**config.mk**
```make
export PLATFORM = sky130hd
export DESIGN_NAME = fsg_frame_stats
export DESIGN_NICKNAME = d
export VERILOG_FILES = /design/src/design/fsg_pkg.sv /design/src/design/fsg_grab_slot.sv /design/src/design/fsg_frame_stats.sv
export SDC_FILE = /design/constraint.sdc
export NUM_CORES = 1
export LEC_CHECK = 0
export ABC_AREA = 1
export CORE_UTILIZATION = 60
export DETAILED_ROUTE_END_ITERATION = 8
export DONT_BUFFER_PORTS = 1
export GPL_TIMING_DRIVEN = 0
export MAX_ROUTING_LAYER = met4
export PLACE_DENSITY = 0.76
export SYNTH_ARGS = -nofsm -noshare
export SYNTH_HDL_FRONTEND = slang
export SYNTH_SLANG_ARGS = --single-unit
```
**constraint.sdc**
```tcl
create_clock -name clk_sys -period 4.5 [get_ports clk_sys]
set_input_delay 0.45 -clock clk_sys [delete_from_list [all_inputs] [get_ports clk_sys]]
set_output_delay 0.45 -clock clk_sys [all_outputs]
set_load 0.005 [all_outputs]
```
**src/design/fsg_pkg.sv**
```systemverilog
// Purpose: constants and carrier types for the frame statistics and control block
// Assumes: 8-bit register port, 7-bit pixels, 19x19 array
// Notes:   offsets are register addresses on the internal register port
package fsg_pkg;
    localparam logic [7:0] ADDR_MAX_PIXEL  = 8'h08;
    localparam logic [7:0] ADDR_SUM_HIGH   = 8'h09;
    localparam logic [7:0] ADDR_MIN_PIXEL  = 8'h0a;
    localparam logic [7:0] ADDR_GRAB_PORT  = 8'h0b;
    localparam logic [7:0] ADDR_RSVD_0C    = 8'h0c;
    localparam logic [7:0] ADDR_PRIM_CTRL  = 8'h0d;
    localparam logic [7:0] ADDR_SEC_RES    = 8'h19;
    localparam logic [7:0] PRIM_CTRL_RESET = 8'h00;
    localparam logic [7:0] SEC_RES_RESET   = 8'h08;
    localparam int         BIT_PD          = 1;
    localparam int         BIT_RES         = 0;
    localparam int         BIT_RESOLUTION_FIELD_ENABLE      = 4;
    localparam int         GRAB_VALID_BIT  = 7;
    localparam int         SUM_W           = 15;
    localparam int         SUM_HI          = 14;
    localparam int         SUM_LO          = 7;
    localparam logic [14:0] SUM_MAX        = 15'hb317;  // 13079 ceiling, the 15-bit literal drops bit 15 of b317
    localparam int         PIXEL_COUNT     = 361;
    localparam logic [3:0] RES_CODE_MIN    = 4'h1;
    localparam logic [3:0] RES_CODE_MAX    = 4'hb;
    localparam logic [3:0] RES_CODE_500    = 4'h4;
    localparam logic [3:0] RES_CODE_1000   = 4'h8;
    localparam logic [10:0] CPI_STEP       = 11'h07d;   // 125 cpi per code

    typedef struct packed {
        logic       valid;   // one pixel on this cycle
        logic       first;   // first pixel of a frame
        logic       last;    // last pixel of a frame
        logic [6:0] value;
    } fsg_pixel_t;

    typedef struct packed {
        logic       rd;      // one-cycle read strobe
        logic       wr;      // one-cycle write strobe
        logic [7:0] addr;
        logic [7:0] wdata;
    } fsg_reg_req_t;
endpackage : fsg_pkg

```
**src/design/fsg_grab_slot.sv**
```systemverilog
// Purpose: one-pixel grab holder with registered read data
// Assumes: pixel stream on clk_sys
// Notes:   holds one word; read data comes out of a register
`timescale 1ns/100ps
module fsg_grab_slot (
    input  wire logic             clk_sys,
    input  wire logic             nrst,
    input  wire logic             capture,
    input  wire logic [6:0]       cap_value,
    input  wire logic             consume,
    output logic      [7:0]       rd_word
);
    logic       full_q;
    logic [6:0] value_q;

    always_ff @(posedge clk_sys or negedge nrst) begin
        if (!nrst) begin
            full_q  <= 1'b0;
            value_q <= 7'h00;
        end else if (capture) begin
            full_q  <= 1'b1;
            value_q <= cap_value;
        end else if (consume) begin
            full_q  <= 1'b0;
        end
    end

    always_ff @(posedge clk_sys or negedge nrst) begin
        if (!nrst) begin
            rd_word <= 8'h00;
        end else if (capture) begin
            // mirrors the holder after this edge, so a back-to-back read never sees stale valid
            rd_word <= {1'b1, cap_value};
        end else if (consume) begin
            rd_word <= {1'b0, value_q};
        end
    end
endmodule // fsg_grab_slot

```
**src/design/fsg_frame_stats.sv**
```systemverilog
// Purpose: frame statistics, pixel grabber and resolution / power-down control
// Assumes: serial front end delivers one-cycle register strobes on clk_sys
// Notes:   read data registered one cycle after the read strobe
// Operation
// - The brightest pixel of each frame is reported as 0 to 127 and refreshed every frame.
// - All pixels of the last frame are summed into 15 bits and only bits 14..7 are readable.
// - The sum saturates at 13079 so the readable value stays within 0 to 102, per frame.
// - The darkest pixel of each frame is reported as 0 to 127 and refreshed every frame.
// - While armed the grabber takes at most one pixel per frame in array readout order.
// - Reading the grab register with a pixel held returns bit 7 set and pixel, advances, re-arms.
// - Any write to the grab register resets the index and arms for pixel 0 of the next image.
// - The primary control register holds power-down at bit 1 and resolution 500/1000 at bit 0.
// - The secondary resolution field applies only when its enable bit 4 is one.
`timescale 1ns/100ps
module fsg_frame_stats
    import fsg_pkg::*;
#(
    parameter int PIXELS = fsg_pkg::PIXEL_COUNT
) (
    input  wire logic                clk_sys,
    input  wire logic                nrst,
    input  wire fsg_pkg::fsg_pixel_t pix,
    input  wire fsg_pkg::fsg_reg_req_t req,
    output logic      [7:0]          rd_data,
    output logic                     rd_valid,
    output logic                     power_down,
    output logic      [3:0]          res_code,
    output logic      [10:0]         res_cpi
);
    import fsg_pkg::*;

    // the 9-bit index and position counters serve at most 511 pixels
    if (PIXELS < 2 || PIXELS > 511) begin : g_bad_pixels
        $error("PIXELS out of range");
    end

    function automatic logic hit(input fsg_reg_req_t r, input logic [7:0] a);
        return r.addr == a;
    endfunction

    function automatic logic code_ok(input logic [3:0] c);
        return (c >= RES_CODE_MIN) && (c <= RES_CODE_MAX);
    endfunction

    // ---- per-frame statistics
    logic [6:0]       run_max_q, run_min_q, max_q, min_q;
    logic [SUM_W-1:0] run_sum_q, sum_q;
    logic [SUM_W-1:0] sum_next;
    logic [6:0]       max_next, min_next;

    always_comb begin
        if (pix.first) begin
            max_next = pix.value;
            min_next = pix.value;
            sum_next = {8'h00, pix.value};
        end else begin
            max_next = (pix.value > run_max_q) ? pix.value : run_max_q;
            min_next = (pix.value < run_min_q) ? pix.value : run_min_q;
            // saturate so a bright frame never wraps the sum
            if ((SUM_MAX - run_sum_q) < {8'h00, pix.value}) begin
                sum_next = SUM_MAX;
            end else begin
                sum_next = run_sum_q + {8'h00, pix.value};
            end
        end
    end

    always_ff @(posedge clk_sys or negedge nrst) begin
        if (!nrst) begin
            run_max_q <= 7'h00;
            run_min_q <= 7'h7f;
            run_sum_q <= '0;
        end else if (pix.valid) begin
            run_max_q <= max_next;
            run_min_q <= min_next;
            run_sum_q <= sum_next;
        end
    end

    always_ff @(posedge clk_sys or negedge nrst) begin
        if (!nrst) begin
            max_q <= 7'h00;
            min_q <= 7'h00;
            sum_q <= '0;
        end else if (pix.valid && pix.last) begin
            max_q <= max_next;
            min_q <= min_next;
            sum_q <= sum_next;
        end
    end

    // ---- pixel grabber
    logic [8:0] grab_idx_q;
    logic [8:0] frame_pos_q;
    logic       armed_q;
    logic       wait_frame_q;
    logic       grab_wr, grab_rd, capture, consume;
    logic [7:0] grab_word;

    assign grab_wr = req.wr && hit(req, ADDR_GRAB_PORT);
    assign grab_rd = req.rd && hit(req, ADDR_GRAB_PORT);
    // capture the pixel whose readout position equals the index
    // after a capture or a grab write, wait for the first pixel of a new frame
    assign capture = armed_q && !grab_wr && pix.valid && (!wait_frame_q || pix.first)
                     && (frame_pos_q == grab_idx_q);
    assign consume = grab_rd && grab_word[GRAB_VALID_BIT];

    always_ff @(posedge clk_sys or negedge nrst) begin
        if (!nrst) begin
            frame_pos_q <= 9'h000;
        end else if (pix.valid) begin
            frame_pos_q <= pix.last ? 9'h000 : frame_pos_q + 9'h001;
        end
    end

    always_ff @(posedge clk_sys or negedge nrst) begin
        if (!nrst) begin
            grab_idx_q   <= 9'h000;
            armed_q      <= 1'b1;
            wait_frame_q <= 1'b1;
        end else if (grab_wr) begin
            grab_idx_q   <= 9'h000;
            armed_q      <= 1'b1;
            wait_frame_q <= 1'b1;
        end else begin
            // a capture closes the frame for grabbing, so gaps in the stream cannot
            // let a second pixel of the same frame in
            if (capture) begin
                wait_frame_q <= 1'b1;
            end else if (pix.valid && pix.first) begin
                wait_frame_q <= 1'b0;
            end
            if (capture) begin
                armed_q <= 1'b0;
            end else if (consume) begin
                armed_q    <= 1'b1;
                grab_idx_q <= (grab_idx_q == 9'(PIXELS - 1)) ? 9'h000
                                                             : grab_idx_q + 9'h001;
            end
        end
    end

    fsg_grab_slot u_slot (
        .clk_sys   (clk_sys),
        .nrst      (nrst),
        .capture   (capture),
        .cap_value (pix.value),
        .consume   (consume || grab_wr),
        .rd_word   (grab_word)
    );

    // ---- control registers
    logic [1:0] prim_q;
    logic [4:0] sec_q;

    always_ff @(posedge clk_sys or negedge nrst) begin
        if (!nrst) begin
            prim_q <= PRIM_CTRL_RESET[1:0];
        end else if (req.wr && hit(req, ADDR_PRIM_CTRL)) begin
            prim_q <= req.wdata[1:0];
        end
    end

    always_ff @(posedge clk_sys or negedge nrst) begin
        if (!nrst) begin
            sec_q <= SEC_RES_RESET[4:0];
        end else if (req.wr && hit(req, ADDR_SEC_RES)) begin
            sec_q[BIT_RESOLUTION_FIELD_ENABLE] <= req.wdata[BIT_RESOLUTION_FIELD_ENABLE];
            // reserved codes leave the held code alone
            if (code_ok(req.wdata[3:0])) begin
                sec_q[3:0] <= req.wdata[3:0];
            end
        end
    end

    logic [3:0] eff_code;
    always_comb begin
        if (sec_q[BIT_RESOLUTION_FIELD_ENABLE]) begin
            eff_code = sec_q[3:0];
        end else begin
            eff_code = prim_q[BIT_RES] ? RES_CODE_1000 : RES_CODE_500;
        end
    end

    always_ff @(posedge clk_sys or negedge nrst) begin
        if (!nrst) begin
            power_down <= 1'b0;
            res_code   <= RES_CODE_500;
            res_cpi    <= 11'h1f4;
        end else begin
            power_down <= prim_q[BIT_PD];
            res_code   <= eff_code;
            res_cpi    <= 11'(CPI_STEP * eff_code);
        end
    end

    // ---- read port
    always_ff @(posedge clk_sys or negedge nrst) begin
        if (!nrst) begin
            rd_data  <= 8'h00;
            rd_valid <= 1'b0;
        end else begin
            rd_valid <= req.rd;
            if (req.rd) begin
                unique case (req.addr)
                    ADDR_MAX_PIXEL: rd_data <= {1'b0, max_q};
                    ADDR_SUM_HIGH:  rd_data <= sum_q[SUM_HI:SUM_LO];
                    ADDR_MIN_PIXEL: rd_data <= {1'b0, min_q};
                    ADDR_GRAB_PORT: rd_data <= grab_word;
                    ADDR_PRIM_CTRL: rd_data <= {6'h00, prim_q};
                    default:        rd_data <= 8'h00;
                endcase
            end
        end
    end

    // ---- checks
    sum_bound_a: assert property (@(posedge clk_sys) disable iff (!nrst)
        sum_q <= SUM_MAX) else $error("pixel sum above ceiling");
    grab_valid_a: assert property (@(posedge clk_sys) disable iff (!nrst)
        grab_rd && grab_word[7] |=> rd_data[7] && armed_q) else $error("grab read wrong");
    grab_reset_a: assert property (@(posedge clk_sys) disable iff (!nrst)
        grab_wr |=> grab_idx_q == 9'h000 && armed_q) else $error("grab write no reset");
    res_gate_a: assert property (@(posedge clk_sys) disable iff (!nrst)
        !sec_q[4] |=> res_code == (($past(prim_q[0])) ? 4'h8 : 4'h4))
        else $error("resolution ignored primary");
    cpi_map_a: assert property (@(posedge clk_sys) disable iff (!nrst)
        ##1 res_cpi == 11'(125 * res_code)) else $error("cpi map wrong");
    pd_follow_a: assert property (@(posedge clk_sys) disable iff (!nrst)
        req.wr && req.addr == 8'h0d |=> ##1 power_down == $past(req.wdata[1], 2))
        else $error("power down not applied");
    max_min_a: assert property (@(posedge clk_sys) disable iff (!nrst)
        pix.valid && pix.last |=> max_q >= min_q) else $error("max below min");
    one_grab_a: assert property (@(posedge clk_sys) disable iff (!nrst)
        capture |=> !capture [*1]) else $error("two grabs");
endmodule // fsg_frame_stats

```
Word-level counts from Yosys, hierarchy flattened
Cells that the tools add are included.

storage, ports and cells
  word-level logic and storage cells = 83
  output and inout bits = 25
  register bits = 125

operators by class
  $lt $le $gt $ge = 5
  multipliers = 1
  $add $sub $neg = 4
  multiplexer cells = 22
  reductions and logical operators = 22
  equality and inequality tests = 9

operator list
  operator                                              number
  2-to-1 mux 9 bit                                      5
  equality test 8 x 4 -> 1 bit (second input constant)  5
  case mux 8 bit (5 select lines)                       1
  2-to-1 mux 15 bit                                     2
  2-to-1 mux 7 bit                                      4
  adder 9 x 1 -> 9 bit (second input constant)          2
  2-to-1 mux 8 bit                                      2
  adder 15 x 7 -> 15 bit                                1
  < comparator 15 x 7 -> 1 bit                          1
  subtractor 14 x 15 -> 15 bit (first input constant)   1
  logical AND 1 bit                                     12
  multiplier 7 x 4 -> 11 bit (first input constant)     1
  equality test 9 bit                                   1
  equality test 9 bit (second input constant)           1
  equality test 8 x 5 -> 1 bit (second input constant)  1
  2-to-1 mux 4 bit                                      2
  greater-than comparator 7 bit                         1
  < comparator 7 bit                                    1
  2-to-1 mux 1 bit                                      6
  nonzero test 3 bit                                    2
  >= comparator 4 x 1 -> 1 bit (second input constant)  1
  <= comparator 4 bit (second input constant)           1
  AND reduction 2 bit                                   2
  nonzero test 2 bit                                    2
  other kinds (3)                                       5

Depth between registers and ports, before layout
Gate-level depths: netlist of the first run.

  word-level depth = 9
  depth in mapped cells = 15
  mapped depth without buffers = 15

Modules after synthesis
From an unflattened synthesis of the first run, not the netlist that was laid out.

second synthesis, totals
  cells, all modules = 890
  area, all modules = 7034.2 µm²

modules (own cells, without submodules)
  module           instances  seq. area each (µm²)  area an instance (µm²)  cells an instance
  fsg_frame_stats  1          2548.7                6449.9                  827
  fsg_grab_slot    1          375.4                 584.3                   63

Worst setup path before layout of the first run
Ideal clock, no wire load.

  path type = register -> register
  start = register sec_q[4]
  end = register res_cpi[9]
  arrival time = 2.959 ns
  slack = 1.462 ns
  cell stages (with the launch flop) = 12
  cells stage by stage = dfrtp_1 -> inv_1 -> o21ai_0 -> inv_1 -> ha_1 -> fa_1 -> inv_1 -> fa_1 -> o21ai_0 -> a21oi_1 -> o21ai_0 -> xor2_1

between the ends
  cells in the longest elaborated chain, start to end = 2

RTL lines
  element                          line                    text
  start, declared                  fsg_frame_stats.sv:154  logic [4:0] sec_q;
  start signal, assigned           fsg_frame_stats.sv:166  sec_q <= SEC_RES_RESET[4:0];
  start signal, assigned by index  fsg_frame_stats.sv:168  sec_q[BIT_RESOLUTION_FIELD_ENABLE] <= req.wdata[BIT_RESOLUTION_FIELD_ENABLE];
  2-to-1 mux 4 bit                 fsg_frame_stats.sv:178  if (sec_q[BIT_RESOLUTION_FIELD_ENABLE]) begin
  named net eff_code[2]            fsg_frame_stats.sv:176  logic [3:0] eff_code;
  multiplier 7 x 4 -> 11 bit       fsg_frame_stats.sv:193  res_cpi <= 11'(CPI_STEP * eff_code);
  end signal, assigned             fsg_frame_stats.sv:193
  end, declared                    fsg_frame_stats.sv:28   output logic [10:0] res_cpi

The timed path passes the listed nets, and every way through them passes these cells.
A chain may end at the register's enable or synchronous reset.

Final worst setup path of the first run
Same ends and word-level chain as after synthesis.

==> out/metrics.csv, run 1 <==
stage,metric,value,unit
logic_synthesis,post-synth top area share,34.7,%
routing,ANT nets after route,0,
place,Buffers on Ports,0,
sta,Worst-Margin Slew,836,ps
logic_synthesis,Synthesized Nets,1001,
sta,Rel. slew slack,43.9,%
critical_path,CP Cell Sequence,"inv_1, o21ai_0, inv_1, ha_1, fa_1, inv_1, fa_1, o21ai_0, a21oi_1, o21ai_0, xor2_1",
clocking,CTS Sinks,116,
sta,post-route clock skew,6.89,ps
grt,largest net degree at the start of global routing,117,
critical_path,Worst R2R Start,sec_q[4]$_DFFE_PN0P_,
critical_path,critical path class,reg2reg,
logic_synthesis,number of synthesized flops with an enable pin,0,
grt,initial antenna violation count,0,
critical_path,crit start category,flop,
grt,gr usage total,31.5,%
logic_synthesis,Seq cells post-synth,116,
logic_synthesis,most frequent cells after synthesis,"nand2_1 (253), inv_1 (116), nand3_1 (110)",
sta,max-slew violation count,0,
grt,grt total ovfl,0,
clocking,post-CTS sizing,0,
layout,"Design Area, Final",7970,um2
grt,global-route wire length before repair,29500,um
clocking,H-Tree Depth,4,
layout,Layout Nets,1021,
clocking,clk buf depth,2,
floorplanning,Starting Density,61.9,%
sta,Final WS setup,1010,ps
power_and_ir_drop,leakage power,4.06,nW
clocking,setup bufs post-CTS,0,
routing,Avg Vias per Cell,5.71,
layout,Area Overhead vs Synth,11.7,%
clocking,CTS tree,built,
critical_path,CP required,4840,ps
floorplanning,Placeable Area,11500,um2
critical_path,Worst setup EP type,flop,
place,Post-Place Cells,1062,
layout,layout cells sized above 1,8.93,%
clocking,"CTS clk-pin slew, worst paths",60,ps
grt,vias in the first global route,5915,
sta,total negative slack,0,ps
routing,total number of vias,6250,
place,Placement Setup Slack,1070,ps
sta,RSZ-0062 raised after global routing,false,
routing,Initial DRC Count,561,
logic_synthesis,Post-synth top flop,dfrtp_1,
logic_synthesis,"Seq/Total Area, Yosys",41.0,%
place,post-DP HPWL,12400,um
critical_path,"slowest stage cell, crit path",fa_1,
logic_synthesis,Synth Warn #,0,
floorplanning,Die W,111,um
sta,# setup viols final,0,
sta,WHS,-103,ps
critical_path,CP Launch Point,sec_q[4]$_DFFE_PN0P_,
sta,Max Fclk,287,MHz
sta,Period minus WS final,3490,ps
logic_synthesis,Synth area leader,dfrtp_1,
place,routability cong.,0.889,
clocking,CTS Buf Count,17,
logic_synthesis,Post-Synthesis Cell Area,7130,um2
logic_synthesis,Synth async-reset ratio,100,%
floorplanning,Row Count,39,
run_status,outcome,"complete, but fails checks",
layout,fin cells,1095,
logic_synthesis,"Avg Cell Area, Syn",7.76,um2
layout,Final Core Density,69.2,%
logic_synthesis,Gate Count Post-Synth,919,
power_and_ir_drop,cell area power density,440,nW/um2
routing,Routed WL,17500,um
power_and_ir_drop,maximum vdd drop,286,uV
floorplanning,I/O pins,55,
critical_path,"CP delay by family, top",adder cells,
logic_synthesis,most numerous cell in the Yosys netlist,nand2_1,
critical_path,worst path arrival time,3830,ps
run_status,failing checks,"DRC, hold timing",
critical_path,CP max stage delay,550,ps
clocking,worst skew pair latency,420,ps
floorplanning,die height,111,um
place,DP Area,7310,um2
worst_hold_path,Min-Delay Path Class,in2async,
sta,Hold Fails Final Rpt,31,
sta,crit share post-route,77.5,%
routing,DRT Pass-1 Iters,9,
power_and_ir_drop,Power Total,3.50,mW
clocking,clock root buffer,clkbuf_16,
routing,Residual DRC,15,
layout,n_diodes,0,
flow_run,Max-cap violations,0,
critical_path,"critical path fanouts, max",5,
critical_path,Buffers & Inverters on Critical Path,3,
logic_synthesis,Synth area leaders,"dfrtp_1 (35%), nand2_1 (13%), ha_1 (7.7%), nand3_1 (7.7%), dfstp_2 (6.3%)",
logic_synthesis,Netlist cell types,44,
floorplanning,Die Area,12300,um2
routing,wire per inst,16.0,um
clocking,hold buffer count at cts,1,
[where the power goes]
| group | total, mW | internal, mW | switching, mW |
|---|---|---|---|
| clock | 1.44 | 0.964 | 0.474 |
| sequential | 1.33 | 1.23 | 0.0997 |
| combinational | 0.735 | 0.267 | 0.468 |
[registers in the layout (all words and copies together), names as in the netlist]
| register | count |
|---|---|
| rd_data | 8 |
| res_code | 2 |
| prim_q | 2 |
| armed_q | 1 |
| power_down | 1 |
| min_q | 7 |
| sum_q | 8 |
| frame_pos_q | 9 |
| run_max_q | 7 |
| u_slot.value_q | 7 |
| run_sum_q | 15 |
| run_min_q | 7 |
| wait_frame_q | 1 |
| rd_valid | 1 |
| sec_q | 5 |
| res_cpi | 11 |
| u_slot.rd_word | 8 |
| max_q | 7 |
| grab_idx_q | 9 |
[layer usage]
layer	routed length (um)	up-vias	global-route usage, %
met2	7770	227	46.6
met3	1270	37	7.98
li1	-	3051	-
met5	0	-	-
met1	8070	2935	42.4
met4	369	0	10.9
[worst register-to-register path, stage by stage, from the launching register on]
cell and delay, ps:
dfrtp_1 400, inv_1 70, o21ai_0 470, inv_1 230, ha_1 360, fa_1 550
inv_1 70, fa_1 460, o21ai_0 340, a21oi_1 110, o21ai_0 200, xor2_1 160
[layout by cell type (no fill, tap or decap), types with 2 or more instances in the layout]
cell       count
nand2_2        7
xor2_1        19
nor3_1        12
nor2_2         3
inv_2          7
bufinv_16      4
ha_1          44
dfrtp_1       99
clkbuf_16     17
a21oi_1       35
nor4_4         2
nand3_1      110
nor2_1        34
fa_1           8
mux2_2         4
dfstp_2       17
o211ai_1       4
buf_4          5
buf_1          2
nor4_1         4
or2_2          2
clkinv_1       2
inv_1        116
buf_2          2
o21ai_0       60
nand4_1       21
nand2_1      253
clkbuf_8       3
and2_1         7
o21ai_1        9
clkbuf_1      14
clkinv_2       5
o2111ai_1      4
[logic make-up (layout without fill, tap and decap cells)]
logic type,Yosys count,count (layout),share of synthesized area (%)
AO/OA/AOI/OAI,120,120,9.07
XOR/XNOR,20,20,2.46
adder cells (fa/ha/maj),52,52,9.96
buffers and inverters,148,181,8.23
flip-flops,116,116,41.0
multiplexers,4,4,0.632
AND/OR/NAND/NOR,459,459,28.6
[final cells by class]
cell class / count / area (um2)
inverters: 126 / 475
fillers: 950 / 3550
well taps: 143 / 179
clock buffers: 22 / 474
flip-flops and latches: 116 / 2920
multi-input cells: 655 / 3620
clock inverters: 10 / 153
plain buffers: 22 / 111
repair buffers: 1 / 27.5
[path summary, 6_finish.rpt]
path	endpoint	slack, ps	cells after the start
setup / recovery	res_cpi[9]$_DFF_PN0_	1010	11
hold / removal	run_max_q[5]$_DFFE_PN0P_	-100	1
setup reg to reg	res_cpi[9]$_DFF_PN0_	1010	11
hold reg to reg	power_down$_DFF_PN0_	370	0
max in group asynchronous	run_sum_q[6]$_DFFE_PN0P_	4000	1
min in group clk_sys	rd_valid$_DFF_PN0_	60	0
Power figures use the tool's default switching activity.
==> run 2: changes to the inputs <==
--- a/config.mk
+++ b/config.mk
@@ -5,7 +5,7 @@
 export SDC_FILE = /design/constraint.sdc
 export NUM_CORES = 1
 export LEC_CHECK = 0
-export ABC_AREA = 1
+export ABC_AREA = 0
 export CORE_UTILIZATION = 60
 export DETAILED_ROUTE_END_ITERATION = 8
 export DONT_BUFFER_PORTS = 1
==> constraint.sdc (replaced) <==
create_clock -name clk_sys -period 3.3 [get_ports clk_sys]
set_input_delay 0.33 -clock clk_sys [delete_from_list [all_inputs] [get_ports clk_sys]]
set_output_delay 0.33 -clock clk_sys [all_outputs]
set_load 0.005 [all_outputs]
==> out/metrics.csv, run 2 <==
stage,metric,value,unit,change
run_status,outcome,"complete, no violations",,
logic_synthesis,Netlist cell types,62,,+41%
layout,most frequent cells in the layout,"dfrtp_1 (98), inv_1 (57), o21ai_0 (54)",,
critical_path,Critical Path Most Common Cell,inv_2,,
layout,max reg flops,15,,unchanged
logic_synthesis,Post-synth top flop,dfrtp_1,,
logic_synthesis,Post-Synthesis Cell Area,6890,um2,-3.4%
power_and_ir_drop,switching share of power,30.2,%,+0.51 points
place,routability cong.,0.922,,+3.8%
routing,Metal-1 WL,7180,um,-11%
worst_hold_path,Worst Hold End,run_sum_q[3]$_DFFE_PN0P_,,
logic_synthesis,Synthesized Nets,773,,-23%
grt,grt total ovfl,0,,unchanged
routing,DRT Pass-1 Iters,5,,-4
critical_path,R2R Path End,res_cpi[10]$_DFF_PN0_,,
power_and_ir_drop,internal power,3.35,mW,+36%
grt,largest net degree at the start of global routing,117,,unchanged
routing,wire per inst,19.6,um,+23%
sta,Hold Fails Final Rpt,0,,-100%
clocking,clk buf depth,2,,unchanged
floorplanning,Row Count,38,,-2.6%
routing,Max Used Layer,met4,,
sta,Max Fclk,317,MHz,+10%
logic_synthesis,Seq cells post-synth,116,,unchanged
sta,Rel. slew slack,40.7,%,-3.2 points
grt,gr usage total,31.2,%,-0.33 points
routing,WL met3,958,um,-24%
routing,Initial DRC Count,432,,-23%
sta,post-route clock skew,7.31,ps,+0.416 ps
layout,"Design Area, Final",7830,um2,-1.7%
critical_path,worst path arrival time,3490,ps,-340 ps
layout,Layout Nets,800,,-22%
critical_path,Worst R2R Start,sec_q[4]$_DFFE_PN0P_,,
flow_run,Max-cap violations,0,,unchanged
layout,layout cells sized above 1,14.6,%,+5.7 points
clocking,CTS Buf Count,17,,unchanged
layout,Final Core Density,71.0,%,+1.8 points
sta,Period minus WS final,3160,ps,-330 ps
critical_path,CP required,3630,ps,-1210 ps
logic_synthesis,most frequent cells after synthesis,"dfrtp_1 (99), inv_1 (59), o21ai_0 (55)",,
clocking,CTS Sinks,116,,unchanged
logic_synthesis,Synth area leaders,"dfrtp_1 (36%), ha_1 (8.0%), dfstp_2 (6.5%), o21ai_0 (4.0%), inv_1 (3.2%)",,
logic_synthesis,most numerous cell in the Yosys netlist,dfrtp_1,,
routing,WL met2,8510,um,+9.6%
critical_path,Worst setup EP type,flop,,
layout,Area Overhead vs Synth,13.6,%,
power_and_ir_drop,logic gate share of total power,21.2,%,+0.2 points
power_and_ir_drop,Flop pwr share,37.7,%,-0.3 points
power_and_ir_drop,cell area power density,613,nW/um2,+39%
logic_synthesis,"Seq/Total Area, Yosys",42.4,%,+1.4 points
floorplanning,Starting Density,62.5,%,+0.56 points
clocking,worst skew pair latency,420,ps,about the same
critical_path,crit start category,flop,,
power_and_ir_drop,maximum vdd drop,563,uV,+96%
worst_hold_path,Min-Delay Path Class,in2reg,,
sta,max-slew violation count,0,,unchanged
sta,crit share post-route,95.7,%,+18 points
grt,global-route wire length before repair,27000,um,-8.5%
critical_path,CP Cell Sequence,"nor2_2, a21o_1, inv_2, fa_2, inv_2, fa_1, ha_4, inv_1, o21a_1, o31ai_2, a21oi_1, xnor2_1",,
logic_synthesis,"Avg Cell Area, Syn",9.98,um2,+29%
power_and_ir_drop,leakage power,3.58,nW,-12%
routing,ANT nets after route,0,,unchanged
clocking,H-Tree Depth,4,,unchanged
worst_hold_path,hold path depth,2,,
sta,Worst-Margin Slew,882,ps,+46.3 ps
logic_synthesis,post-synth top area share,35.9,%,+1.2 points
sta,total negative slack,0,ps,unchanged
floorplanning,Placeable Area,11000,um2,-4.2%
routing,Routed WL,17100,um,-2.4%
critical_path,CP max stage delay,600,ps,+50 ps
place,DP Area,7070,um2,-3.3%
critical_path,"CP delay by family, top",adder cells,,
logic_synthesis,Synth area leader,dfrtp_1,,
power_and_ir_drop,Power Total,4.80,mW,+37%
clocking,CTS tree,built,,
layout,"commonest non-fill, non-tap cell in the layout",dfrtp_1,,
place,Placement Setup Slack,91.0,ps,-982 ps
layout,Register Area,2930,um2,about the same
layout,"Most flops, register",run_sum_q,,
critical_path,"slowest stage cell, crit path",fa_2,,
sta,Final WS setup,143,ps,-870 ps
power_and_ir_drop,NetSw,1.45,mW,+39%
power_and_ir_drop,Clk pwr share,41.1,%,about the same
layout,Top Registers,"run_sum_q (15), res_cpi (11)",,
clocking,clock root buffer,clkbuf_16,,
critical_path,r2r setup slk,140,ps,-870 ps
critical_path,critical path class,reg2reg,,
floorplanning,I/O pins,55,,unchanged
logic_synthesis,Synth async-reset ratio,100,%,unchanged
logic_synthesis,Synth Warn #,0,,unchanged
routing,Avg Vias per Cell,6.33,,+11%
logic_synthesis,number of synthesized flops with an enable pin,0,,unchanged
place,Buffers on Ports,0,,unchanged
layout,fillcell total,802,,-16%
logic_synthesis,Gate Count Post-Synth,691,,-25%
critical_path,Crit path depth,12,,+1
place,post-DP HPWL,11700,um,-6.2%
layout,n_diodes,0,,unchanged
routing,total number of vias,5517,,-12%
floorplanning,Die W,109,um,-1.7%
grt,vias in the first global route,5466,,-7.6%
critical_path,Buffers & Inverters on Critical Path,3,,unchanged
worst_hold_path,Hold Crit Start,pix[3],,
sta,RSZ-0062 raised after global routing,false,,
routing,Residual DRC,0,,-15
critical_path,"critical path fanouts, max",6,,+1
floorplanning,die height,109,um,-1.7%
critical_path,worst reg-to-reg path cell count,12,,+1
sta,# setup viols final,0,,unchanged
clocking,"CTS clk-pin slew, worst paths",60,ps,about the same
layout,footprint of the multi-input gates,3650,um2,+0.76%
floorplanning,Die Area,11900,um2,-3.3%
grt,initial antenna violation count,0,,unchanged
## run 2: cell count changes after synthesis, sizes merged, moves of 12 or more
cell,delta
a31oi,+17
nor2,+13
mux2i,+21
clkbuf,+12
mux2,+15
xnor2,+22
inv,-65
nand3,-93
nand2,-221
## run 2: cell families (layout without fill, tap and decap cells)
logic type                 count (synthesis)  in the layout  share of synthesized area, %
xor gates and xnor gates                  32             32                          4.07
adders and majority gates                 52             52                          10.3
muxes                                     47             47                          8.44
AOI/OAI and AO/OA                        173            173                          16.2
DFF                                      116            116                          42.4
and+or+nand+nor                          181            181                          13.3
buffers and inverters                     90            130                          5.21
## run 2: metal layers
layer | vias to the layer above | global-route usage (%)
li1 | 2521 | -
met4 | 0 | 12.9
met1 | 2758 | 37.7
met5 | - | -
met2 | 201 | 50.5
met3 | 37 | 7.11
## run 2: area by class of cell
| cell class | count | share of cell area [%] |
|---|---|---|
| Tap cell | 140 | 2.24 |
| Clock inverter | 15 | 2.64 |
| Inverter | 59 | 2.83 |
| Buffer | 31 | 1.76 |
| Clock buffer | 17 | 5.43 |
| Sequential cell | 116 | 37.4 |
| Timing Repair Buffer | 8 | 1.12 |
| Multi-Input combinational cell | 485 | 46.6 |
## run 2: worst register-to-register path: stages (launching register included)
cell     delay [ps]
dfrtp_2         450
nor2_2          140
a21o_1          160
inv_2            80
fa_2            600
inv_2            70
fa_1            500
ha_4            300
inv_1            60
o21a_1          200
o31ai_2         210
a21oi_1         110
xnor2_1         190
## run 2: through the flow
| step | hold slack [ps] | std cells |
|---|---|---|
| after global routing | 46.1 | 871 |
| after global placement | 37.8 | 831 |
| after CTS | 46.6 | 868 |
| final | 52.1 | 871 |
| after floorplan | 34.4 | 691 |
| after detailed placement | 37.7 | 831 |
## run 2: how the worst max path moves through the flow
stage                         start               endpoint  slack [ps]
6_report       sec_q[4]$_DFFE_PN0P_  res_cpi[10]$_DFF_PN0_         140
5_1_grt        sec_q[4]$_DFFE_PN0P_  res_cpi[10]$_DFF_PN0_           5
4_1_cts        sec_q[4]$_DFFE_PN0P_   res_cpi[9]$_DFF_PN0_          40
3_5_place_dp   sec_q[4]$_DFFE_PN0P_   res_cpi[9]$_DFF_PN0_          90
3_3_place_gp   sec_q[4]$_DFFE_PN0P_  res_cpi[10]$_DFF_PN0_         150
2_1_floorplan  sec_q[4]$_DFFE_PN0P_  res_cpi[10]$_DFF_PN0_         340
## run 2: power groups by stage
stage,Clock [mW],Sequential (mW),Combinational [mW]
finish,1.97,1.81,1.02
global route,2.05,1.83,1.13
CTS,1.98,1.81,0.997
detailed placement,0,1.83,0.944
global placement,0,1.82,0.891
floorplan,0,1.77,0.756
## run 2: timing repair
item	4_1_cts	5_1_grt
endpoints found under the setup margin	2	2
hold endpoints to repair	118	0
gates cloned	0	0
pin swaps	0	5
hold buffers	4	0
buffers inserted	1	3
gates resized for setup	1	10
